## src/hdl/itw_pkg.sv

```systemverilog
// Package: register map, field layout, reset values and modes of the interval timer watchdog
package itw_pkg;

  // ----------------------------------------------------------------
  // Register byte addresses on the APB slave (low eight address bits)
  // ----------------------------------------------------------------
  localparam logic [7:0] ADDR_TIMER_CONTROL = 8'hec;
  localparam logic [7:0] ADDR_WATCHDOG_COMPARE = 8'hf0;
  localparam logic [7:0] ADDR_SYSTEM_CLOCK_SELECT = 8'hf4;
  localparam logic [7:0] ADDR_STATUS = 8'hf8;

  // ----------------------------------------------------------------
  // Field positions
  // ----------------------------------------------------------------
  localparam int unsigned SRC_LSB = 0;
  localparam int unsigned SRC_W = 3;
  localparam int unsigned WDT_RESET_SELECT_BIT = 4;
  localparam int unsigned DEF_INTERVAL_CLEAR_BIT = 3;
  localparam int unsigned DEF_RC_SELECT_BIT = 5;
  localparam int unsigned WDT_CLEAR_BIT = 7;
  localparam int unsigned SCS_W = 2;
  localparam int unsigned STA_INTERVAL_FLAG_BIT = 0;
  localparam int unsigned STA_WATCHDOG_FLAG_BIT = 1;
  localparam int unsigned STA_RC_MODE_BIT = 2;
  localparam int unsigned STA_STOP_BIT = 3;

  // ----------------------------------------------------------------
  // Reset values
  // ----------------------------------------------------------------
  localparam logic [7:0] TIMER_CONTROL_RST = 8'h10;
  localparam logic [7:0] WATCHDOG_COMPARE_RST = 8'h7f;
  localparam logic [1:0] SYSTEM_CLOCK_SELECT_RST = 2'h0;

  // ----------------------------------------------------------------
  // Prescaler taps and counter widths
  // ----------------------------------------------------------------
  localparam int unsigned PRESCALE_W = 12;
  localparam int unsigned TICK_W = PRESCALE_W + 1;
  localparam logic [3:0] INTERVAL_TAP_BASE = 4'h3;
  localparam logic [3:0] SYSTEM_TAP_BASE = 4'h1;
  localparam int unsigned INTERVAL_W = 8;
  localparam int unsigned WDT_W = 7;
  localparam int unsigned INTERVAL_BURST_GAP = 7;

  // ----------------------------------------------------------------
  // Operating modes
  // ----------------------------------------------------------------
  typedef enum logic [1:0] {
    ITW_MODE_RUN = 2'b00,
    ITW_MODE_HOLD = 2'b01,
    ITW_MODE_RC = 2'b10
  } itw_mode_t;

endpackage

```

## src/hdl/itw_top.sv

```systemverilog
// Module: interval timer, watchdog, clock select and their APB register file
// Operation
// - Eight-bit interval counter runs from reset and cannot be stopped by software.
// - Counter steps per selected tap pulse; wrap from ff sets interval flag.
// - Three-bit source field picks tap: oscillator divided by 8 up to 1024.
// - Writing interval-clear zeroes the counter; the bit self-clears after one cycle.
// - One address: reads return the interval count, writes load the control register.
// - Stop with rc select set enters rc mode; only rc, timer, watchdog run.
// - Seven-bit watchdog counter requests when equal to compare low seven bits.
// - Match gives reset if reset-select is one, else sets watchdog flag.
// - Bit 7 of compare clears watchdog counter and self-clears after one cycle.
// - Reset-select is control bit 4 and resets to one.
// - Normally the watchdog steps once per interval period.
// - In rc mode the watchdog counts rc periods divided by 256.
// - Prescaled watchdog freezes during stop and resumes from its held value.
// - After reset-select is set from zero, the watchdog counts only after the interval timer has been cleared.
// - Peripheral prescaler gives undivided to divide-by-4096 taps, gated off by stop.
// - Two bits select the system clock tap; reset selects the fastest one.
`timescale 1ns/1ps

module itw_top
  import itw_pkg::*;
#(
  parameter int unsigned INTERVAL_CLEAR_BIT = DEF_INTERVAL_CLEAR_BIT,
  parameter int unsigned RC_SELECT_BIT = DEF_RC_SELECT_BIT
)(
  // Clock and reset
  input wire logic sys_clk_in,
  input wire logic sys_rst_in,
  // APB slave
  input wire logic psel_in,
  input wire logic penable_in,
  input wire logic pwrite_in,
  input wire logic [7:0] paddr_in,
  input wire logic [31:0] pwdata_in,
  output logic [31:0] prdata_out,
  output logic pready_out,
  output logic pslverr_out,
  // CPU power state events, one-cycle pulses
  input wire logic stop_enter_in,
  input wire logic stop_release_in,
  // Internal rc oscillator, asynchronous
  input wire logic rc_osc_in,
  // Clock enables
  output logic [TICK_W-1:0] periph_tick_out,
  output logic sys_clk_en_out,
  // Events and state
  output logic interval_irq_flag_out,
  output logic watchdog_irq_flag_out,
  output logic watchdog_reset_out,
  output logic rc_mode_out
);

  // ----------------------------------------------------------------
  // Declarations
  // ----------------------------------------------------------------
  itw_mode_t mode_q, mode_d;
  logic [7:0] ctl_q;
  logic [7:0] cmp_q;
  logic [SCS_W-1:0] scs_q;
  logic [INTERVAL_W-1:0] bit_cnt_q, bit_cnt_d;
  logic [WDT_W-1:0] wdt_cnt_q, wdt_cnt_d;
  logic wdt_run_q;
  logic iflag_q, wflag_q;
  logic wdt_rst_q;
  logic rc_s1_q, rc_s2_q, rc_s3_q;
  logic [31:0] prdata_q;
  logic pslverr_q;
  logic [TICK_W-1:0] ticks;

  // ----------------------------------------------------------------
  // APB decode
  // ----------------------------------------------------------------

  // Named strobes; writes take effect in the access cycle only
  wire setup = psel_in & ~penable_in;
  wire wr = psel_in & penable_in & pwrite_in;
  wire sel_ctl = (paddr_in == ADDR_TIMER_CONTROL);
  wire sel_cmp = (paddr_in == ADDR_WATCHDOG_COMPARE);
  wire sel_scs = (paddr_in == ADDR_SYSTEM_CLOCK_SELECT);
  wire sel_sta = (paddr_in == ADDR_STATUS);
  wire mapped = sel_ctl | sel_cmp | sel_scs | sel_sta;
  wire wr_ctl = wr & sel_ctl;
  wire wr_cmp = wr & sel_cmp;
  wire wr_scs = wr & sel_scs;
  wire wr_sta = wr & sel_sta;

  // Control fields
  wire [SRC_W-1:0] src = ctl_q[SRC_LSB +: SRC_W];
  wire rst_sel = ctl_q[WDT_RESET_SELECT_BIT];
  wire rc_sel = ctl_q[RC_SELECT_BIT];
  wire bit_clr = ctl_q[INTERVAL_CLEAR_BIT];
  wire wdt_clr = cmp_q[WDT_CLEAR_BIT];

  // Read mux; the control address reads back the count, not the control
  wire [7:0] sta_byte = {4'h0, (mode_q != ITW_MODE_RUN), (mode_q == ITW_MODE_RC), wflag_q, iflag_q};
  wire [31:0] rdata = sel_ctl ? {24'h0, bit_cnt_q} :
    sel_cmp ? {24'h0, cmp_q} :
    sel_scs ? {30'h0, scs_q} :
    sel_sta ? {24'h0, sta_byte} : 32'h0;

  // Read data latched in setup so it is a flop in the access cycle
  always_ff @(posedge sys_clk_in or posedge sys_rst_in) begin
    if (sys_rst_in) begin
      prdata_q <= 32'h0;
      pslverr_q <= 1'b0;
    end else if (setup) begin
      prdata_q <= rdata;
      pslverr_q <= ~mapped;
    end
  end

  assign prdata_out = prdata_q;
  assign pslverr_out = pslverr_q;
  assign pready_out = psel_in & penable_in;

  // ----------------------------------------------------------------
  // Registers written by software
  // ----------------------------------------------------------------

  // Control: clear bit drops by itself one cycle after the write
  always_ff @(posedge sys_clk_in or posedge sys_rst_in) begin
    if (sys_rst_in) begin
      ctl_q <= TIMER_CONTROL_RST;
    end else if (wr_ctl) begin
      ctl_q <= pwdata_in[7:0];
    end else begin
      ctl_q[INTERVAL_CLEAR_BIT] <= 1'b0;
    end
  end

  // Compare: bit 7 is a one-cycle clear command
  always_ff @(posedge sys_clk_in or posedge sys_rst_in) begin
    if (sys_rst_in) begin
      cmp_q <= WATCHDOG_COMPARE_RST;
    end else if (wr_cmp) begin
      cmp_q <= pwdata_in[7:0];
    end else begin
      cmp_q[WDT_CLEAR_BIT] <= 1'b0;
    end
  end

  // System clock select, fastest tap after reset
  always_ff @(posedge sys_clk_in or posedge sys_rst_in) begin
    if (sys_rst_in) begin
      scs_q <= SYSTEM_CLOCK_SELECT_RST;
    end else if (wr_scs) begin
      scs_q <= pwdata_in[SCS_W-1:0];
    end
  end

  // ----------------------------------------------------------------
  // Stop and rc modes
  // ----------------------------------------------------------------

  // Rc select is sampled at the stop event itself
  always_comb begin
    mode_d = mode_q;
    case (mode_q)
      ITW_MODE_RUN: begin
        if (stop_enter_in) begin
          mode_d = rc_sel ? ITW_MODE_RC : ITW_MODE_HOLD;
        end
      end
      ITW_MODE_HOLD, ITW_MODE_RC: begin
        if (stop_release_in) begin
          mode_d = ITW_MODE_RUN;
        end
      end
      default: begin
        mode_d = ITW_MODE_RUN;
      end
    endcase
  end

  always_ff @(posedge sys_clk_in or posedge sys_rst_in) begin
    if (sys_rst_in) begin
      mode_q <= ITW_MODE_RUN;
    end else begin
      mode_q <= mode_d;
    end
  end

  // Rc oscillator synchroniser; only the second and third stages feed the edge
  always_ff @(posedge sys_clk_in or posedge sys_rst_in) begin
    if (sys_rst_in) begin
      rc_s1_q <= 1'b0;
      rc_s2_q <= 1'b0;
      rc_s3_q <= 1'b0;
    end else begin
      rc_s1_q <= rc_osc_in;
      rc_s2_q <= rc_s1_q;
      rc_s3_q <= rc_s2_q;
    end
  end

  wire rc_edge = rc_s2_q & ~rc_s3_q;
  wire running = (mode_q == ITW_MODE_RUN);

  // ----------------------------------------------------------------
  // Prescaler and clock enables
  // ----------------------------------------------------------------

  // Stop gates the whole divider chain off
  itw_prescaler u_prescaler (
    .sys_clk_in(sys_clk_in),
    .sys_rst_in(sys_rst_in),
    .enable_in(running),
    .tick_out(ticks)
  );

  wire [3:0] tap_idx = INTERVAL_TAP_BASE + {1'b0, src};
  wire [3:0] sys_idx = SYSTEM_TAP_BASE + {2'b00, scs_q};
  assign periph_tick_out = ticks;
  assign sys_clk_en_out = ticks[sys_idx];

  // ----------------------------------------------------------------
  // Interval counter
  // ----------------------------------------------------------------

  // In rc mode the counter takes rc edges, so each wrap is 256 rc periods
  wire bit_step = running ? ticks[tap_idx] : ((mode_q == ITW_MODE_RC) & rc_edge);
  wire bit_wrap = bit_step & ~bit_clr & (bit_cnt_q == 8'hff);

  always_comb begin
    bit_cnt_d = bit_cnt_q;
    if (bit_clr) begin
      bit_cnt_d = 8'h00;
    end else if (bit_step) begin
      bit_cnt_d = bit_cnt_q + 8'h01;
    end
  end

  always_ff @(posedge sys_clk_in or posedge sys_rst_in) begin
    if (sys_rst_in) begin
      bit_cnt_q <= 8'h00;
    end else begin
      bit_cnt_q <= bit_cnt_d;
    end
  end

  // ----------------------------------------------------------------
  // Watchdog counter
  // ----------------------------------------------------------------

  // Arming reset-select halts counting until the interval timer is cleared,
  // which bounds the first-period error by one interval period
  always_ff @(posedge sys_clk_in or posedge sys_rst_in) begin
    if (sys_rst_in) begin
      wdt_run_q <= 1'b1;
    end else if (bit_clr) begin
      wdt_run_q <= 1'b1;
    end else if (wr_ctl & pwdata_in[WDT_RESET_SELECT_BIT] & ~rst_sel) begin
      wdt_run_q <= 1'b0;
    end
  end

  // One step per interval wrap; hold mode has no wraps, so it freezes
  wire wdt_adv = bit_wrap & wdt_run_q;
  wire [WDT_W-1:0] wdt_next = wdt_cnt_q + 7'h01;
  wire wdt_hit = wdt_adv & ~wdt_clr & (wdt_next == cmp_q[WDT_W-1:0]);

  // Restart on a match so the timer mode repeats at a fixed interval
  always_comb begin
    wdt_cnt_d = wdt_cnt_q;
    if (wdt_clr || wdt_hit) begin
      wdt_cnt_d = 7'h00;
    end else if (wdt_adv) begin
      wdt_cnt_d = wdt_next;
    end
  end

  always_ff @(posedge sys_clk_in or posedge sys_rst_in) begin
    if (sys_rst_in) begin
      wdt_cnt_q <= 7'h00;
    end else begin
      wdt_cnt_q <= wdt_cnt_d;
    end
  end

  // ----------------------------------------------------------------
  // Events and flags
  // ----------------------------------------------------------------

  // Set wins over a write-one-to-clear in the same cycle
  wire iflag_clr = wr_sta & pwdata_in[STA_INTERVAL_FLAG_BIT];
  wire wflag_clr = wr_sta & pwdata_in[STA_WATCHDOG_FLAG_BIT];

  always_ff @(posedge sys_clk_in or posedge sys_rst_in) begin
    if (sys_rst_in) begin
      iflag_q <= 1'b0;
      wflag_q <= 1'b0;
      wdt_rst_q <= 1'b0;
    end else begin
      iflag_q <= bit_wrap | (iflag_q & ~iflag_clr);
      wflag_q <= (wdt_hit & ~rst_sel) | (wflag_q & ~wflag_clr);
      wdt_rst_q <= wdt_hit & rst_sel;
    end
  end

  assign interval_irq_flag_out = iflag_q;
  assign watchdog_irq_flag_out = wflag_q;
  assign watchdog_reset_out = wdt_rst_q;
  assign rc_mode_out = (mode_q == ITW_MODE_RC);
endmodule

```

## src/hdl/itw_prescaler.sv

```systemverilog
// Module: peripheral prescaler producing divide-by-power-of-two enable pulses
`timescale 1ns/1ps

module itw_prescaler
  import itw_pkg::*;
(
  // Clock and reset
  input wire logic sys_clk_in,
  input wire logic sys_rst_in,
  // Gate, low while the device is stopped
  input wire logic enable_in,
  // Tap k pulses once every 2**k enabled cycles
  output logic [TICK_W-1:0] tick_out
);

  logic [PRESCALE_W-1:0] count_q;

  // ------------------------------------------------------------
  // Divider chain
  // ------------------------------------------------------------

  // Counter only moves while enabled, so taps freeze in stop
  always_ff @(posedge sys_clk_in or posedge sys_rst_in) begin
    if (sys_rst_in) begin
      count_q <= '0;
    end else if (enable_in) begin
      count_q <= count_q + 1'b1;
    end
  end

  // Tap 0 is the undivided clock, tap k fires when the low k bits are ones
  assign tick_out[0] = enable_in;
  genvar k;
  generate
    for (k = 1; k < TICK_W; k++) begin : g_tap
      assign tick_out[k] = enable_in & (&count_q[k-1:0]);
    end
  endgenerate

endmodule

```

## config.mk

```make
export PLATFORM = sky130hd
export DESIGN_NAME = itw_top
export DESIGN_NICKNAME = d
export VERILOG_FILES = /design/src/hdl/itw_pkg.sv /design/src/hdl/itw_top.sv /design/src/hdl/itw_prescaler.sv
export SDC_FILE = /design/constraint.sdc
export NUM_CORES = 1
export LEC_CHECK = 0
export BUFFER_PORTS_ARGS = -buffer_cell sky130_fd_sc_hd__buf_2
export CORE_MARGIN = 3
export CORE_UTILIZATION = 34
export CTS_BUF_LIST = sky130_fd_sc_hd__clkbuf_4
export DETAILED_ROUTE_END_ITERATION = 8
export PLACE_DENSITY_LB_ADDON = 0.1
export SYNTH_ARGS = -nofsm -noshare
export SYNTH_HDL_FRONTEND = slang
export SYNTH_SLANG_ARGS = --single-unit
```

## constraint.sdc

```tcl
create_clock -name sys_clk_in -period 7.83 [get_ports sys_clk_in]
set_input_delay 0.783 -clock sys_clk_in [delete_from_list [all_inputs] [get_ports sys_clk_in]]
set_output_delay 0.783 -clock sys_clk_in [all_outputs]
set_load 0.005 [all_outputs]
```

==> flow_summary.ini <==
[floorplanning]
die_w_um = 110
core_area_um2 = 10400
rows = 37
dieArea_um2 = 12000
start_util_pct = 35.3
ios = 100
die_y_um = 110

[placement]
placedCellCount = 552
gp_congestion = 0.764
placed_area_um2 = 3950
io_buffers = 51
hpwl_mm = 6.20

[grt]
grt_pass1_vias = 2651
grt_pass1_wl_mm = 14.2
gr-total-overflow = 0
grtUsageTotal_pct = 15.3
antenna_found_initial = 0
grt_max_degree = 62

[run]
cap_viol_max_count = 0

[logic_synthesis]
syn_area_per_cell_um2 = 9.67
synth-seq-area-share_pct = 42.1
yosys.area_share.simple_pct = 19.9
synth_top_family_by_area = simple AND/OR/NAND/NOR gates
synthesis.area_um2 = 3660
synthMuxAreaShare_pct = 8.49
synth-seq-cells = 61
synth_edf_count = 0
async_reset_ff_share_pct = 100
synth-compound-area-share_pct = 12.9
netlist_instances = 378
yosys.area_share.xor_xnor_pct = 4.31
synth_cell_type_count = 57
synthAdderAreaFrac_pct = 3.42
synth_ff_type = dfrtp_1
ys_warn_count = 0

[setup_path]
r2r-end = bit_cnt_q[5]
arrival_ns = 3.66
worst_setup_path_start_kind = flop
r2r_cells = 8
r2r_slack_ns = 4.46
criticalPathCategory = reg -> reg
setup.worst_path.end_class = flop
cp_max_fo = 22
critPathRequiredTime_ns = 8.12
reg2reg_from = mode_q[1]

[clock_network]
clk_pin_slew_ns = 0.12
cts.sinks = 61
cts_made_buffers = 9
cts_max_level = 3
clock_latency_ns = 0.41
cts_hold_buf = 0
clk_path_buf_depth = 2
cts_setup_buffers = 0
cts_tree = built
cts-root-buf = clkbuf_4
cts_resized = 0

[timing]
drv_slew = 0
rsz0062_at_grt = no
finalCritPeriodShare_pct = 43.0
timing.slew.headroom_pct = 28.8
tns_ns = 0
finalSetupViolCount = 0
max_slew.worst_pin.slew_ns = 1.07
fmax_ghz = 0.297
hold_viol_final = 0
period_minus_slack_ns = 3.37
fin_skew_ns = 0.0166

[finish]
antenna_cells = 0
nNetsFinal = 485
area_growth_pct = 10.8
finalInstanceArea_um2 = 4050
drive_above_1_share_pct = 26.2
fin_util_pct = 39.1
fin_cells = 568
final_cell_mix = dfrtp_1 (52), buf_2 (51), nor2_1 (28)
nFillCells = 1063
final_common_cell = dfrtp_1

[drt]
drt-vias-per-instance = 5.04
drt_wl_total_mm = 8.58
drt-pass1-iter-count = 4
highest_layer = met4
wl_per_cell_um = 15.1
wl_met3_um = 384
drtIter0Drc = 121
wl_met2_mm = 3.69
vias = 2860
ant_nets = 0
drc_errors = 0
wl_met1_mm = 4.37

[power]
power.density_nw_per_um2 = 192
p_leak_nw = 1.81
vdd_drop_max_mv = 0.108
p_total_uw = 776

[worst_hold_path]
hold_class = reg -> reg
hold_path_end = rc_s2_q
hold_path.startpoint = rc_s1_q
holdPathStages = 0

[outcome]
outcome = completed
[how the worst max path moves through the flow]
stage                          from      endpoint  slack [ns]  cells after the start
after global placement    mode_q[1]  bit_cnt_q[5]        4.51                      8
after floorplan            ctl_q[0]  bit_cnt_q[5]        5.20                     10
final                     mode_q[1]  bit_cnt_q[5]        4.46                      8
after CTS                 mode_q[1]  bit_cnt_q[5]        4.42                      8
after global routing      mode_q[1]  bit_cnt_q[5]        4.18                      8
after detailed placement  mode_q[1]  bit_cnt_q[5]        4.45                      8
[registers in the layout, indices dropped and copies added, names as in the netlist, 2 cells and up]
register             flops
bit_cnt_q                8
mode_q                   2
scs_q                    2
prdata_out               8
u_prescaler.count_q     12
wdt_cnt_q                7
cmp_q                    8
ctl_q                    6
[stage by stage]
| stage | setup WS (ns) | hold slack, ns |
|---|---|---|
| floorplan | 5.20 | 0.331 |
| global placement | 4.51 | 0.335 |
| detailed placement | 4.45 | 0.335 |
| CTS | 4.42 | 0.364 |
| global route | 4.18 | 0.376 |
| finish | 4.46 | 0.360 |
[synthesized netlist by cell type, types with 2 or more instances]
| cell type | n | area [um^2] |
|---|---|---|
| xnor2_1 | 8 | 70.1 |
| buf_4 | 25 | 188 |
| or3_1 | 9 | 56.3 |
| nor2_1 | 28 | 105 |
| clkbuf_1 | 9 | 33.8 |
| o211ai_1 | 2 | 15.0 |
| a31o_2 | 2 | 17.5 |
| a22oi_1 | 6 | 45.0 |
| inv_1 | 21 | 78.8 |
| or2_2 | 3 | 18.8 |
| nand2b_1 | 2 | 12.5 |
| nand3b_1 | 2 | 15.0 |
| ha_1 | 10 | 125 |
| o32ai_1 | 5 | 43.8 |
| o21ai_0 | 15 | 75.1 |
| buf_2 | 3 | 15.0 |
| or4b_1 | 2 | 20.0 |
| or4_1 | 3 | 22.5 |
| mux2i_1 | 4 | 40.0 |
| o31ai_1 | 2 | 15.0 |
| nand3_1 | 13 | 65.1 |
| nand2_1 | 15 | 56.3 |
| dfstp_2 | 9 | 236 |
| nor3_1 | 8 | 40.0 |
| a211oi_1 | 4 | 30.0 |
| mux2_2 | 23 | 259 |
| a2111oi_0 | 2 | 17.5 |
| dfrtp_1 | 52 | 1300 |
| nand4_1 | 11 | 68.8 |
| nor4_1 | 5 | 31.3 |
| and3_1 | 6 | 37.5 |
| buf_1 | 2 | 7.51 |
| a21oi_1 | 20 | 100 |
| and2_1 | 10 | 62.6 |
| xor2_1 | 10 | 87.6 |
| nor2b_1 | 6 | 37.5 |
[kinds of logic (layout without fill, tap and decap cells)]
family,after synthesis,after routing
xor gates and xnor gates,18,18
other,1,24
DFF,61,61
muxes,28,28
and+or+nand+nor,130,130
buffers and inverters,60,91
adders and majority gates,10,10
AOI/OAI and AO/OA,70,70
[worst max-delay path, cell delays in order, from the launching register on]
cell      delay (ns)
dfrtp_1         0.39
inv_1           0.09
ha_1            0.70
nand4_4         0.30
nor4_1          0.35
a311oi_1        0.10
a31o_2          0.43
or4_1           0.56
mux2_1          0.33
[power by group]
| group | switching [mW] | internal, mW |
|---|---|---|
| registers | 0.0461 | 0.351 |
| logic | 0.108 | 0.0864 |
| clock network | 0.119 | 0.0655 |
| total | 0.273 | 0.503 |
[final cells by class]
type	instances	area [um^2]	share of cell area, %
sequential	61	1540	37.9
clock buffer	10	75.1	1.85
multi-input combinational	280	1880	46.4
tap	136	170	4.20
clock inverter	6	31.3	0.772
timing repair buffer	54	278	6.85
inverter	21	78.8	1.95
[per-layer routing]
metal  up-vias  GRT usage [%]
met1      1353           23.2
met2        76           21.2
met3         9           2.70
met5         -              0
met4         0           6.14
li1       1422              -
No activity file was read; power rests on OpenSTA's default activity.
